[config.mk]
export PLATFORM = sky130hd
export DESIGN_NAME = i2cra_slave_flat
export DESIGN_NICKNAME = d
export VERILOG_FILES = /design/src/hdl/i2cra_pkg.sv /design/src/hdl/i2cra_if.sv /design/src/hdl/i2cra_slave.sv /design/src/flat_wrapper.sv
export SDC_FILE = /design/constraint.sdc
export NUM_CORES = 1
export LEC_CHECK = 0
export ABC_AREA = 1
export BUFFER_PORTS_ARGS = -buffer_cell sky130_fd_sc_hd__buf_2
export CORE_MARGIN = 8
export CORE_UTILIZATION = 50
export DETAILED_ROUTE_END_ITERATION = 8
export PLACE_DENSITY = 0.76
export SLEW_MARGIN = 20
export SYNTH_ARGS = -nofsm -noshare
export SYNTH_HDL_FRONTEND = slang
export SYNTH_SLANG_ARGS = --single-unit
[constraint.sdc]
create_clock -name sys_clk -period 2.55 [get_ports sys_clk]
set_input_delay 0.51 -clock sys_clk [delete_from_list [all_inputs] [get_ports sys_clk]]
set_output_delay 0.51 -clock sys_clk [all_outputs]
set_load 0.01 [all_outputs]
[src/hdl/i2cra_pkg.sv]
// Notes on behaviour
// - two-wire slave only when strap low
// - clock from shared pin, data open-drain
// - address 54h select low, 55h high
// - unused serial output left undriven
// - data changes only while clock low
// - start and stop from data edges
// - bus busy from start until stop
// - repeated start acts like first start
// - eight bits msb first plus ack
// - receiver pulls data low on ninth
// - addressed receiver acknowledges every byte
// - first byte address plus direction bit
// - write: index byte then data byte
// - register updates at final ack edge
// - master sets index before read
// - consecutive bytes autoincrement the index
package i2cra_pkg;
    localparam logic [6:0] I2CRA_ADDR_LO = 7'h54;
    localparam logic [6:0] I2CRA_ADDR_HI = 7'h55;
    localparam logic I2CRA_DIR_WRITE = 1'b0;
    localparam logic I2CRA_DIR_READ = 1'b1;
    localparam logic I2CRA_STRAP_TWO_WIRE = 1'b0;
    localparam int I2CRA_BITS = 8;
    localparam logic [3:0] I2CRA_ACK_BIT = 4'h8;
    localparam int I2CRA_REGS = 16;
    localparam int I2CRA_IDX_W = 4;
    localparam logic [7:0] I2CRA_REG_RST = 8'h00;
    // master side: 125 MHz / (4*(I2CRA_QTR_CNT+1)) gives the bus clock
    localparam int I2CRA_CLK_HZ = 125000000;
    localparam int I2CRA_SCL_HZ = 400000;
    localparam int I2CRA_HALF = I2CRA_CLK_HZ / (2 * I2CRA_SCL_HZ);
    localparam int I2CRA_QTR = I2CRA_HALF / 2;
    localparam logic [7:0] I2CRA_HALF_CNT = 8'(I2CRA_HALF - 1);
    localparam logic [7:0] I2CRA_QTR_CNT = 8'(I2CRA_QTR);
endpackage

[src/hdl/i2cra_if.sv]
`timescale 1ns/100ps
interface i2cra_if;
    logic scl_o;
    logic scl_oe;
    logic sda_dev_o;
    logic sda_dev_oe;
    logic sda_mst_o;
    logic sda_mst_oe;
    logic so_o;
    logic so_oe;
    logic scl_i;
    logic sda_i;
    modport dev (
        input scl_i,
        input sda_i,
        output sda_dev_o,
        output sda_dev_oe,
        output so_o,
        output so_oe
    );
    modport mst (
        input scl_i,
        input sda_i,
        output scl_o,
        output scl_oe,
        output sda_mst_o,
        output sda_mst_oe
    );
endinterface

[src/hdl/i2cra_slave.sv]
`timescale 1ns/100ps
module i2cra_slave import i2cra_pkg::*; (
    input wire logic sys_clk,
    input wire logic rstn,
    i2cra_if.dev bus,
    input wire logic if_sel,
    input wire logic addr_sel,
    input wire logic [I2CRA_IDX_W-1:0] peek_idx,
    output logic [7:0] peek_data,
    output logic bus_busy,
    output logic reg_wr_pulse
);
    // ************************************************
    // pin synchronisers
    // ************************************************
    logic [1:0] scl_s, sda_s, sel_s, asel_s;
    logic scl_q, sda_q;
    always_ff @(posedge sys_clk or negedge rstn) begin
        if (!rstn) begin
            scl_s <= 2'b11;
            sda_s <= 2'b11;
            sel_s <= 2'b11;
            asel_s <= 2'b00;
            scl_q <= 1'b1;
            sda_q <= 1'b1;
        end else begin
            scl_s <= {scl_s[0], bus.scl_i};
            sda_s <= {sda_s[0], bus.sda_i};
            sel_s <= {sel_s[0], if_sel};
            asel_s <= {asel_s[0], addr_sel};
            scl_q <= scl_s[1];
            sda_q <= sda_s[1];
        end
    end
    wire active = (sel_s[1] == I2CRA_STRAP_TWO_WIRE);
    wire scl = scl_s[1];
    wire sda = sda_s[1];
    wire scl_rise = active && scl && !scl_q;
    wire scl_fall = active && !scl && scl_q;
    wire start_ev = active && scl && scl_q && sda_q && !sda;
    wire stop_ev = active && scl && scl_q && !sda_q && sda;
    wire [6:0] my_addr = asel_s[1] ? I2CRA_ADDR_HI : I2CRA_ADDR_LO;

    // ************************************************
    // byte engine
    // ************************************************
    typedef enum logic [2:0] {
        I2CRA_IDLE, I2CRA_ADDR, I2CRA_INDEX, I2CRA_WDATA, I2CRA_RDATA,
        I2CRA_SKIP
    } i2cra_state_t;
    i2cra_state_t state;
    logic [3:0] bitn;
    logic [7:0] shreg;
    logic [7:0] txb;
    logic ack_phase;
    logic reading;
    logic [I2CRA_IDX_W-1:0] idx;
    logic [7:0] regs [I2CRA_REGS];
    logic sda_low;

    wire [7:0] rx_byte = {shreg[6:0], sda};
    wire last_bit = (bitn == 4'(I2CRA_BITS - 1));
    // looked at on the fall after bit 0, when the whole byte is in shreg
    wire addr_hit = (shreg[7:1] == my_addr);
    wire in_ack = (bitn == I2CRA_ACK_BIT);
    // ack bits of write bytes are driven by us; read acks come from master
    wire give_ack = (state == I2CRA_ADDR && addr_hit) ||
        state == I2CRA_INDEX || state == I2CRA_WDATA;
    wire master_nack = in_ack && reading && sda;
    wire [I2CRA_IDX_W-1:0] idx_inc = idx + 1'b1;

    always_ff @(posedge sys_clk or negedge rstn) begin
        if (!rstn) begin
            state <= I2CRA_IDLE;
            bitn <= 4'h0;
            shreg <= 8'h00;
            txb <= 8'h00;
            ack_phase <= 1'b0;
            reading <= 1'b0;
            idx <= '0;
            sda_low <= 1'b0;
            bus_busy <= 1'b0;
            reg_wr_pulse <= 1'b0;
            peek_data <= I2CRA_REG_RST;
            for (int i = 0; i < I2CRA_REGS; i++) begin
                regs[i] <= I2CRA_REG_RST;
            end
        end else begin
            reg_wr_pulse <= 1'b0;
            if (!active) begin
                state <= I2CRA_IDLE;
                sda_low <= 1'b0;
                bus_busy <= 1'b0;
            end else if (start_ev) begin
                state <= I2CRA_ADDR;
                // the clock fall that closes a start precedes bit 7,
                // so it must wrap the count to zero, not advance it
                bitn <= 4'hf;
                reading <= 1'b0;
                sda_low <= 1'b0;
                bus_busy <= 1'b1;
            end else if (stop_ev) begin
                state <= I2CRA_IDLE;
                sda_low <= 1'b0;
                bus_busy <= 1'b0;
            end else if (state != I2CRA_IDLE && state != I2CRA_SKIP) begin
                if (scl_rise && !in_ack) begin
                    shreg <= rx_byte;
                end
                if (scl_rise && in_ack) begin
                    ack_phase <= 1'b0;
                    if (state == I2CRA_WDATA) begin
                        regs[idx] <= shreg;
                        idx <= idx_inc;
                        reg_wr_pulse <= 1'b1;
                    end
                    if (master_nack) begin
                        state <= I2CRA_SKIP;
                    end
                end
                if (scl_fall) begin
                    if (in_ack) begin
                        bitn <= 4'h0;
                        sda_low <= reading ? !txb[7] : 1'b0;
                        txb <= {txb[6:0], 1'b0};
                        if (!reading && state == I2CRA_ADDR) begin
                            state <= I2CRA_INDEX;
                        end else if (state == I2CRA_INDEX) begin
                            state <= I2CRA_WDATA;
                        end
                    end else if (last_bit) begin
                        bitn <= I2CRA_ACK_BIT;
                        ack_phase <= 1'b1;
                        if (state == I2CRA_ADDR && !addr_hit) begin
                            state <= I2CRA_SKIP;
                            sda_low <= 1'b0;
                        end else if (state == I2CRA_ADDR &&
                            shreg[0] == I2CRA_DIR_READ) begin
                            state <= I2CRA_RDATA;
                            reading <= 1'b1;
                            sda_low <= 1'b1;
                            txb <= regs[idx];
                            idx <= idx_inc;
                        end else if (reading) begin
                            sda_low <= 1'b0;
                            txb <= regs[idx];
                            idx <= idx_inc;
                        end else begin
                            sda_low <= give_ack;
                            if (state == I2CRA_INDEX) begin
                                idx <= shreg[I2CRA_IDX_W-1:0];
                            end
                        end
                    end else begin
                        bitn <= bitn + 4'h1;
                        sda_low <= reading ? !txb[7] : 1'b0;
                        txb <= {txb[6:0], 1'b0};
                    end
                end
            end
            peek_data <= regs[peek_idx];
        end
    end

    // ************************************************
    // pins: open-drain data, serial output never driven
    // ************************************************
    assign bus.sda_dev_o = 1'b0;
    assign bus.sda_dev_oe = sda_low;
    assign bus.so_o = 1'b0;
    assign bus.so_oe = 1'b0;
endmodule

[src/flat_wrapper.sv]
// flat-port wrapper written by rule: the top's interface ports become plain ports
module i2cra_slave_flat import i2cra_pkg::*;
  (sys_clk, rstn, if_sel, addr_sel, peek_idx, peek_data, bus_busy, reg_wr_pulse, bus_scl_i, bus_sda_i, bus_sda_dev_o, bus_sda_dev_oe, bus_so_o, bus_so_oe);
  i2cra_if bus_i ();
  input wire logic sys_clk;
  input wire logic rstn;
  input wire logic if_sel;
  input wire logic addr_sel;
  input wire logic [I2CRA_IDX_W-1:0] peek_idx;
  output logic [7:0] peek_data;
  output logic bus_busy;
  output logic reg_wr_pulse;
  input wire logic [$bits(bus_i.scl_i)-1:0] bus_scl_i;
  input wire logic [$bits(bus_i.sda_i)-1:0] bus_sda_i;
  output wire logic [$bits(bus_i.sda_dev_o)-1:0] bus_sda_dev_o;
  output wire logic [$bits(bus_i.sda_dev_oe)-1:0] bus_sda_dev_oe;
  output wire logic [$bits(bus_i.so_o)-1:0] bus_so_o;
  output wire logic [$bits(bus_i.so_oe)-1:0] bus_so_oe;
  assign bus_i.scl_i = bus_scl_i;
  assign bus_i.sda_i = bus_sda_i;
  assign bus_sda_dev_o = bus_i.sda_dev_o;
  assign bus_sda_dev_oe = bus_i.sda_dev_oe;
  assign bus_so_o = bus_i.so_o;
  assign bus_so_oe = bus_i.so_oe;
  i2cra_slave u_core (.sys_clk(sys_clk), .rstn(rstn), .bus(bus_i), .if_sel(if_sel), .addr_sel(addr_sel), .peek_idx(peek_idx), .peek_data(peek_data), .bus_busy(bus_busy), .reg_wr_pulse(reg_wr_pulse));
endmodule
; Yosys cells after proc, flatten, opt, wreduce, memory -nomap -nowiden
; Cells that the tools add are included.
; Widths: inputs -> output; s select.
[totals]
regBits = 177
input_bits = 10
out_inout_bits = 14
elab_cells = 169
[classes]
n_addsub = 2
magnitude_cmp = 3
n_eq_ne = 12
mux = 71
bitwise = 5
reduce_logical = 44
[op_table]
columns = op, n
row1 = $bwmux 128, 1
row2 = $mux 8, 10
row3 = $bmux 8 s4, 2
row4 = $mux 4, 15
row5 = $mux 3, 13
row6 = $demux 8 s4, 1
row7 = $mux 1, 29
row8 = $logic_and 1x1->1, 19
row9 = $ge 5x5->1 const B, 2
row10 = $not 4->5, 2
row11 = $add 4x1->4 const B, 2
row12 = $logic_not 1->1, 8
row13 = $reduce_and 4->1, 2
row14 = $reduce_and 8->1, 1
row15 = $reduce_bool 2->1, 4
row16 = $reduce_bool 4->1, 2
row17 = $eq 7x7->1, 1
row18 = $reduce_and 7->1, 1
row19 = $eq 3x2->1 const B, 2
row20 = $ne 2x1->1 const B, 3
row21 = $ne 3x3->1 const B, 2
row22 = $reduce_and 6->1, 1
row23 = $reduce_bool 3->1, 2
row24 = $lt 5x1->1 const B, 1
row25 = other kinds (8), 11

; Logic depth before layout (Yosys ltp)
; Gate-level depths: netlist of run 1.
[logic_depth]
ltp_word = 15
ltp_mapped = 13
ltp_nobuf = 12

; Worst setup path after synthesis of run 1
; OpenSTA, ideal clock, no wires.
[synth_path]
kind = register to register
from = register u_core.idx[0]
to = register u_core.regs[126] (netlist name)
setup_ns = 0.131
arrival_ns = 1.712
t_required_ns = 2.419
slack_ns = 0.707
path_stages_with_launch = 12
n_path_buf = 4
synth_period_minus_slack_ns = 1.843
path_cell_list = dfrtp_1 -> buf_2 -> inv_1 -> buf_2 -> buf_2 -> ha_1 -> inv_1 -> nor2_2 -> nand2_1 -> buf_2 -> nand2_1 -> o21ai_0
[synth_via]
elab_chain_len = 6
word_cells_on_any_way = 7
cone_classes = order compare (2) / mux (3) / bitwise (1) / reduce/logical (1)
[synth_rtl]
columns = element, line
row1 = start: declaration, i2cra_slave.sv:57  ; logic [I2CRA_IDX_W-1:0] idx;
row2 = start signal: assignment, i2cra_slave.sv:114  ; idx <= idx_inc;
row3 = start signal: assignment, i2cra_slave.sv:143  ; idx <= idx_inc;
row4 = start signal: assignment, i2cra_slave.sv:147  ; idx <= idx_inc;
row5 = $not 4->5 (implied by the code) *, i2cra_slave.sv:113  ; regs[idx] <= shreg;
row6 = $ge 5x5->1 (implied by the code) / $lt 5x1->1 (equally long branches), i2cra_slave.sv:113
row7 = $logic_and 1x1->1 (implied by the code), i2cra_slave.sv:113
row8 = $mux 8 (implied by the code), i2cra_slave.sv:113
row9 = $demux 8 s4 *, i2cra_slave.sv:113
row10 = $bwmux 128 *, i2cra_slave.sv:113
row11 = end signal: indexed assignment, i2cra_slave.sv:113
row12 = end: declaration, i2cra_slave.sv:58  ; logic [7:0] regs [I2CRA_REGS];
; Every way passes the cells marked *; elsewhere a longest branch is shown, timed or not.
; A chain may end at the register's enable or synchronous reset.

; Worst setup path in the final report of run 1
[layout_path]
from = register u_core.bitn[0]
to = register u_core.regs[117] (netlist name)
[layout_via]
elab_chain_len = 3
[layout_rtl]
columns = element, line
row1 = start: declaration, i2cra_slave.sv:52  ; logic [3:0] bitn;
row2 = start signal: assignment, i2cra_slave.sv:155  ; bitn <= bitn + 4'h1;
row3 = $eq 4x4->1, i2cra_slave.sv:65  ; wire in_ack = (bitn == I2CRA_ACK_BIT);
row4 = $logic_and 1x1->1, i2cra_slave.sv:110  ; if (scl_rise && in_ack) begin
row5 = $reduce_and 6->1 (no line), n/a
; No other way between the ends.

==> results of run 1 <==
## cell usage in the layout (no fill, tap or decap), types with 4 or more instances in the layout
cell       instances
buf_12             5
ha_1               6
nand4_1           10
nand3_1           33
inv_2              4
inv_1             84
buf_4             23
clkbuf_16         17
o221ai_1          12
o21ai_1           74
a31oi_1            4
o211ai_1           8
o22ai_1            6
dfstp_2            8
o21ai_0          222
buf_2             19
nor2_1            86
a21oi_1           95
inv_6              4
nand2_1          291
dfrtp_1          167
nand2_4            8
## metal layers
| layer | share of wire | wire length (um) | vias up |
|---|---|---|---|
| li1 | - | - | 4055 |
| met1 | 0.43 | 11190 | 3975 |
| met2 | 0.46 | 11950 | 368 |
| met3 | 0.095 | 2488 | 45 |
| met4 | 0.024 | 621 | 0 |
| met5 | 0 | 0 | - |
## metrics by stage
stage | worst slack, ps | util | power, mW
2_1_floorplan | 706.7 | - | 3.924
3_3_place_gp | 492.9 | 0.5188 | 4.379
3_5_place_dp | 431.0 | 0.5188 | 4.398
4_1_cts | 411.6 | 0.5512 | 7.054
5_1_grt | 177.4 | 0.5512 | 7.347
6_report | 423.9 | 0.5512 | 7.041
## worst register-to-register path: cells and delay by family (launching register included)
kind                     cells  cell delay (ps)
AND/OR/NAND/NOR              6             1250
flip-flops                   1              400
adder cells (fa/ha/maj)      1              170
buffers and inverters        1              100
AO/OA/AOI/OAI                1               80
## power by group
| group | switching (mW) | internal (mW) |
|---|---|---|
| registers | 0.0750 | 2.87 |
| logic | 1.01 | 0.425 |
| clock network | 1.17 | 1.49 |
| total | 2.26 | 4.78 |
## cell type report
cell class	count	area (um2)
well taps	234	292.8
fillers	1675	8338
repair buffers	49	389.1
inverters	88	330.3
multi-input cells	878	4195
clock buffers	18	439.2
clock inverters	14	153.9
flip-flops and latches	177	4442
## cells by family (layout without fill, tap and decap cells)
| family | after synthesis | after routing | synth area share |
|---|---|---|---|
| AND/OR/NAND/NOR | 442 | 442 | 0.1997 |
| AO/OA/AOI/OAI | 424 | 424 | 0.2356 |
| flip-flops | 177 | 177 | 0.4733 |
| buffers and inverters | 169 | 169 | 0.08017 |
| adder cells (fa/ha/maj) | 6 | 6 | 0.008004 |
| XOR/XNOR | 3 | 3 | 0.002802 |
| other | 1 | 3 | 0.0003998 |
## state kept, by name, summed over array words and instances (netlist names), 3 cells and up
signal            count
u_core.bitn           4
u_core.idx            4
u_core.peek_data      8
u_core.regs         128
u_core.shreg          8
u_core.state          3
u_core.txb            8
## worst min-delay path by stage
stage | start | end | slack (ps) | depth (start not counted)
floorplan | rstn | u_core.asel_s[0] | 210 | 0
global placement | u_core.asel_s[0] | u_core.asel_s[1] | 330 | 0
detailed placement | u_core.sel_s[0] | u_core.sel_s[1] | 350 | 0
CTS | bus_scl_i | u_core.scl_s[0] | 160 | 1
global route | bus_sda_i | u_core.sda_s[0] | 160 | 1
finish | bus_scl_i | u_core.scl_s[0] | 170 | 1
==> metrics.cfg, run 1 <==
[timing]
worstMarginPinSlew_ps=817.3
fin_hold_ws_ps=167.2
slew_headroom=0.4545
tns_ps=0
fin_skew_ps=6.226
maxSlewViolCount=0
setup-violations-final=0
period_needed_ps=2126
fmax_mhz=470.3
finalHoldViolCount=0
rsz0062_at_grt=no
period_share=0.8338

[place]
place.detailed.hpwl_mm=17.59
port_buffers=20
place_congestion=0.9026
place_inst=1425
placed_area_um2=9639

[pwr]
peakVddDrop_uv=515.2
leakage_nw=4.599
powerDensity_nw_per_um2=687.4

[status]
run_status=finished clean

[setup_path]
startpoint=u_core.bitn[0]
crit_end=u_core.regs[117]
crit_buf_inv=1
criticalPathCategory=reg -> reg
rr_endpoint=u_core.regs[117]
reg2reg_depth=9
crit_chain=inv_1 > ha_1 > nand2_1 > nor2_4 > nand3_2 > nor2_2 > nand2_1 > nand2_1 > o21ai_0
max_stage_delay_ps=400
worst-path-stages=9
required_ps=2830
setup.worst_path.start_class=flop
rr_startpoint=u_core.bitn[0]
critPathArrivalTime_ps=2410
slowest_stage=dfrtp_1
crit_fanout=16
crit_family=simple AND/OR/NAND/NOR gates
crit_top_cell=nand2_1
critPathCaptureType=flop
r2r_slack_ps=420

[floorplanning]
die_h_um=153.0
start_util=0.5048
chipWidth_um=153.0
rows=50
die-area_um2=23400
core_area_um2=18580
pin_count=24

[synth]
synth-seq-area-share=0.4733
synthArstFlopShare=1.000
netlist_area_um2=9379
yosysTopAreaCell=dfrtp_1
synth_edf_count=0
synthTopCellsByArea=dfrtp_1 (45%), o21ai_0 (12%), nand2_1 (12%)
yosys.cell_count.top_type=nand2_1
yosysWarnings=0
syn_avg_cell_area_um2=7.675
synth_flop_cell=dfrtp_1
synth_top_area_frac=0.4509
syn_inst=1222
ys_top_cells_by_count=nand2_1 (291), o21ai_0 (222), dfrtp_1 (169)
yosysUniqueCellTypes=34
ys_ff_latch=177

[grt]
grt_max_degree=68
grt.overflow.total=0
grtUsageMet1=0.2990
top_usage_layer=met2
use_met2=0.3462
antenna_found_initial=0
met3_usage=0.06456
grt_pass1_vias=7932
grt_pass1_wl_mm=42.24
grtUsageTotal=0.2258

[cts]
cts-root-buf=clkbuf_16
cts_setup_buffers=0
clk_latency_ps=430
cts_buffers=17
cts.htree.levels=4
cts_buffer_depth=2
ctsResizeCount=0
cts_tree=built
cts_sinks=177
cts_hold_buf=1
clkTransAtPathRegs_ps=70

[route]
drt_pass1_iterations=6
vias=8443
detail_route.wirelength_mm=26.24
viasPerCell=5.791
drt-initial-drc-count=1003
wl_per_cell_um=18.00
drc=0
postRouteAntennaNets=0

[finish]
nets=1227
final_area_um2=10240
fin_cells=1458
syn2layout_area_growth_pct=9.205
drive_above_1_share=0.09314
antennaDiodeCount=0

[worst_hold_path]
hp-class=in -> reg

[flow_run]
maxCapViolCount=0

Power figures use the tool's default switching activity.
==> inputs of run 2 (changes only) <==
--- a/config.mk
+++ b/config.mk
@@ -5,7 +5,7 @@
 export SDC_FILE = /design/constraint.sdc
 export NUM_CORES = 1
 export LEC_CHECK = 0
-export ABC_AREA = 1
+export ABC_AREA = 0
 export BUFFER_PORTS_ARGS = -buffer_cell sky130_fd_sc_hd__buf_2
 export CORE_MARGIN = 8
 export CORE_UTILIZATION = 50
==> constraint.sdc (replaced) <==
create_clock -name sys_clk -period 2.2 [get_ports sys_clk]
set_input_delay 0.44 -clock sys_clk [delete_from_list [all_inputs] [get_ports sys_clk]]
set_output_delay 0.44 -clock sys_clk [all_outputs]
set_load 0.01 [all_outputs]
==> metrics.cfg, run 2 <==
[cts]
cts-root-buf=clkbuf_16  ; unchanged
cts_buffer_depth=2  ; unchanged
cts.htree.levels=4  ; unchanged
cts_sinks=177  ; unchanged
clkTransAtPathRegs_ps=70  ; about the same
clk_latency_ps=430  ; about the same
cts_tree=built  ; unchanged
cts_buffers=17  ; unchanged
cts_setup_buffers=0  ; unchanged

[setup_path]
crit_chain=inv_1 > ha_1 > and3b_1 > and4_1 > buf_12 > nand4b_2 > buf_4 > mux2_2  ; was inv_1 > ha_1 > nand2_1 > nor2_4 > nand3_2 > nor2_2 > nand2_1 > nand2_1 > o21ai_0
required_ps=2510  ; was 2830 ps
crit_end=u_core.regs[70]  ; was u_core.regs[117]
crit_fanout=18  ; was 16
crit_buf_inv=3  ; was 1
slowest_stage=dfrtp_1  ; unchanged
max_stage_delay_ps=380  ; was 400 ps
setup.worst_path.start_class=flop  ; unchanged
critPathArrivalTime_ps=2480  ; was 2410 ps
critPathCaptureType=flop  ; unchanged
criticalPathCategory=reg -> reg  ; unchanged
reg2reg_depth=8  ; was 9
startpoint=u_core.bitn[1]  ; was u_core.bitn[0]
r2r_slack_ps=30  ; was 420 ps
crit_family=simple AND/OR/NAND/NOR gates  ; unchanged
rr_startpoint=u_core.bitn[1]  ; was u_core.bitn[0]
worst-path-stages=8  ; was 9
rr_endpoint=u_core.regs[70]  ; was u_core.regs[117]

[timing]
worstMarginPinSlew_ps=892.8  ; was 817.3 ps
fin_skew_ps=9.078  ; was 6.226 ps
period_share=0.9848  ; was 0.8338
rsz0062_at_grt=yes  ; was no
setup-violations-final=0  ; unchanged
fin_hold_ws_ps=101.6  ; was 167.2 ps
finalHoldViolCount=0  ; unchanged
fmax_mhz=461.5  ; was 470.3 MHz
worst_slack_ps=33.34  ; was 423.9 ps
period_needed_ps=2167  ; was 2126 ps
maxSlewViolCount=0  ; unchanged
slew_headroom=0.4048  ; was 0.4545

[synth]
yosys.cell_count.top_type=dfrtp_1  ; was nand2_1
syn_avg_cell_area_um2=14.42  ; was 7.675 um2
synthTopCellsByArea=dfrtp_1 (45%), mux4_2 (19%), mux2_2 (14%)  ; was dfrtp_1 (45%), o21ai_0 (12%), nand2_1 (12%)
synth-seq-area-share=0.4735  ; was 0.4733
synth_edf_count=0  ; unchanged
syn_inst=650  ; was 1,222
yosysUniqueCellTypes=69  ; was 34
yosysTopAreaCell=dfrtp_1  ; unchanged
ys_ff_latch=177  ; unchanged
yosysWarnings=0  ; unchanged
synth_flop_cell=dfrtp_1  ; unchanged
netlist_area_um2=9375  ; was 9379 um2
ys_top_cells_by_count=dfrtp_1 (169), mux2_2 (120), mux4_2 (80)  ; was nand2_1 (291), o21ai_0 (222), dfrtp_1 (169)
synthArstFlopShare=1.000  ; unchanged
synth_top_area_frac=0.4511  ; was 0.4509

[route]
viasPerCell=6.467  ; was 5.791
postRouteAntennaNets=0  ; unchanged
vias=6085  ; was 8,443
detail_route.wirelength_mm=22.80  ; was 26.24 mm
drt_pass1_iterations=5  ; was 6
drc=0  ; unchanged
wl_per_cell_um=24.23  ; was 18.00 um
drt-initial-drc-count=529  ; was 1,003

[floorplanning]
start_util=0.5046  ; was 0.5048
rows=50  ; unchanged
chipWidth_um=152.9  ; was 153.0 um
pin_count=24  ; unchanged
core_area_um2=18580  ; unchanged
die-area_um2=23390  ; was 23,400 um2
die_h_um=152.9  ; was 153.0 um

[pwr]
powerDensity_nw_per_um2=624.8  ; was 687.4 nW/um2
total_power_mw=6.686  ; was 7.041 mW
leakage_nw=4.976  ; was 4.599 nW
peakVddDrop_uv=567.0  ; was 515.2 uV

[grt]
grt.overflow.total=0  ; unchanged
grt_pass1_vias=6410  ; was 7,932
grt_max_degree=58  ; was 68
antenna_found_initial=0  ; unchanged
grtUsageTotal=0.2011  ; was 0.2258
grt_pass1_wl_mm=36.38  ; was 42.24 mm

[finish]
drive_above_1_share=0.4866  ; was 0.09314
regMostFlops=u_core.regs  ; unchanged
fillers=1388  ; was 1,675
finalCoreUtilization=0.5760  ; was 0.5512
nets=710  ; was 1,227
largest_register_ffs=128  ; unchanged
layout_common_cells=dfrtp_1 (168), mux2_2 (120), mux4_2 (80)  ; was nand2_1 (291), o21ai_0 (222), dfrtp_1 (167)
antennaDiodeCount=0  ; unchanged
layout_commonest_cell=dfrtp_1  ; was nand2_1
syn2layout_area_growth_pct=14.15  ; was 9.205%

[place]
place_congestion=0.9315  ; was 0.9026
place_ws_ps=77.29  ; was 431.0 ps
place.detailed.hpwl_mm=15.65  ; was 17.59 mm
port_buffers=20  ; unchanged

[worst_hold_path]
hp-class=in -> reg  ; unchanged

[status]
run_status=finished clean  ; unchanged

[flow_run]
maxCapViolCount=0  ; unchanged

-- run 2: cells by family (layout without fill, tap and decap cells) --
kind of cell / count (synthesis) / count (layout) / share of synthesized area
compound gates: 77 / 77 / 0.05472
xor+xnor: 4 / 4 / 0.003738
fa+ha+maj: 6 / 6 / 0.008007
buf+inv: 68 / 123 / 0.03643
flops: 177 / 177 / 0.4735
mux: 204 / 204 / 0.3411
other cells: 1 / 3 / 0.0004000
simple gates: 113 / 113 / 0.08208
-- run 2: what timing repair did --
item                                   in CTS  in global routing
gates resized for setup                     0                  5
setup endpoints to repair                   0                 25
endpoints found under the hold margin       5                  0
hold buffers                                1                  0
-- run 2: per-stage QoR --
stage,area [um2],TNS [ps],std cells
finish,10700,0,941
global route,10700,-228.4,941
CTS,10680,0,941
detailed placement,10120,0,908
global placement,10120,0,908
floorplan,9383,0,652
-- run 2: cell type report --
type	instances	area (um2)	area share
multi-input combinational	407	4602	0.4300
sequential	177	4441	0.4149
timing repair buffer	81	773.2	0.07226
clock buffer	19	452.9	0.04232
tap	234	292.8	0.02736
clock inverter	13	102.6	0.009587
inverter	10	37.54	0.003508
-- run 2: worst min path at each step --
stage / from / to / cells past startpoint
after floorplan: rstn / u_core.asel_s[0] / 0
after global placement: u_core.asel_s[0] / u_core.asel_s[1] / 0
after detailed placement: u_core.sel_s[0] / u_core.sel_s[1] / 0
after CTS: bus_sda_i / u_core.sda_s[0] / 1
after global routing: if_sel / u_core.sel_s[0] / 1
final: bus_sda_i / u_core.sda_s[0] / 1
-- run 2: where the power goes --
group | switching (mW) | total (mW) | internal, mW
Clock | 1.34 | 2.87 | 1.52
Combinational | 0.276 | 0.459 | 0.184
Sequential | 0.0424 | 3.36 | 3.32
-- run 2: worst reg2reg max path: stages (launching register included) --
cell,delay [ps]
dfrtp_1,380
inv_1,70
ha_1,190
and3b_1,250
and4_1,260
buf_12,190
nand4b_2,170
buf_4,240
mux2_2,300
-- run 2: metal layers --
metal | wire length (um) | vias up | track usage
met5 | 0 | - | 0
li1 | - | 2577 | -
met3 | 1045 | 52 | 0.03665
met2 | 11760 | 203 | 0.3451
met4 | 648 | 0 | 0.08765
met1 | 9345 | 3253 | 0.2455
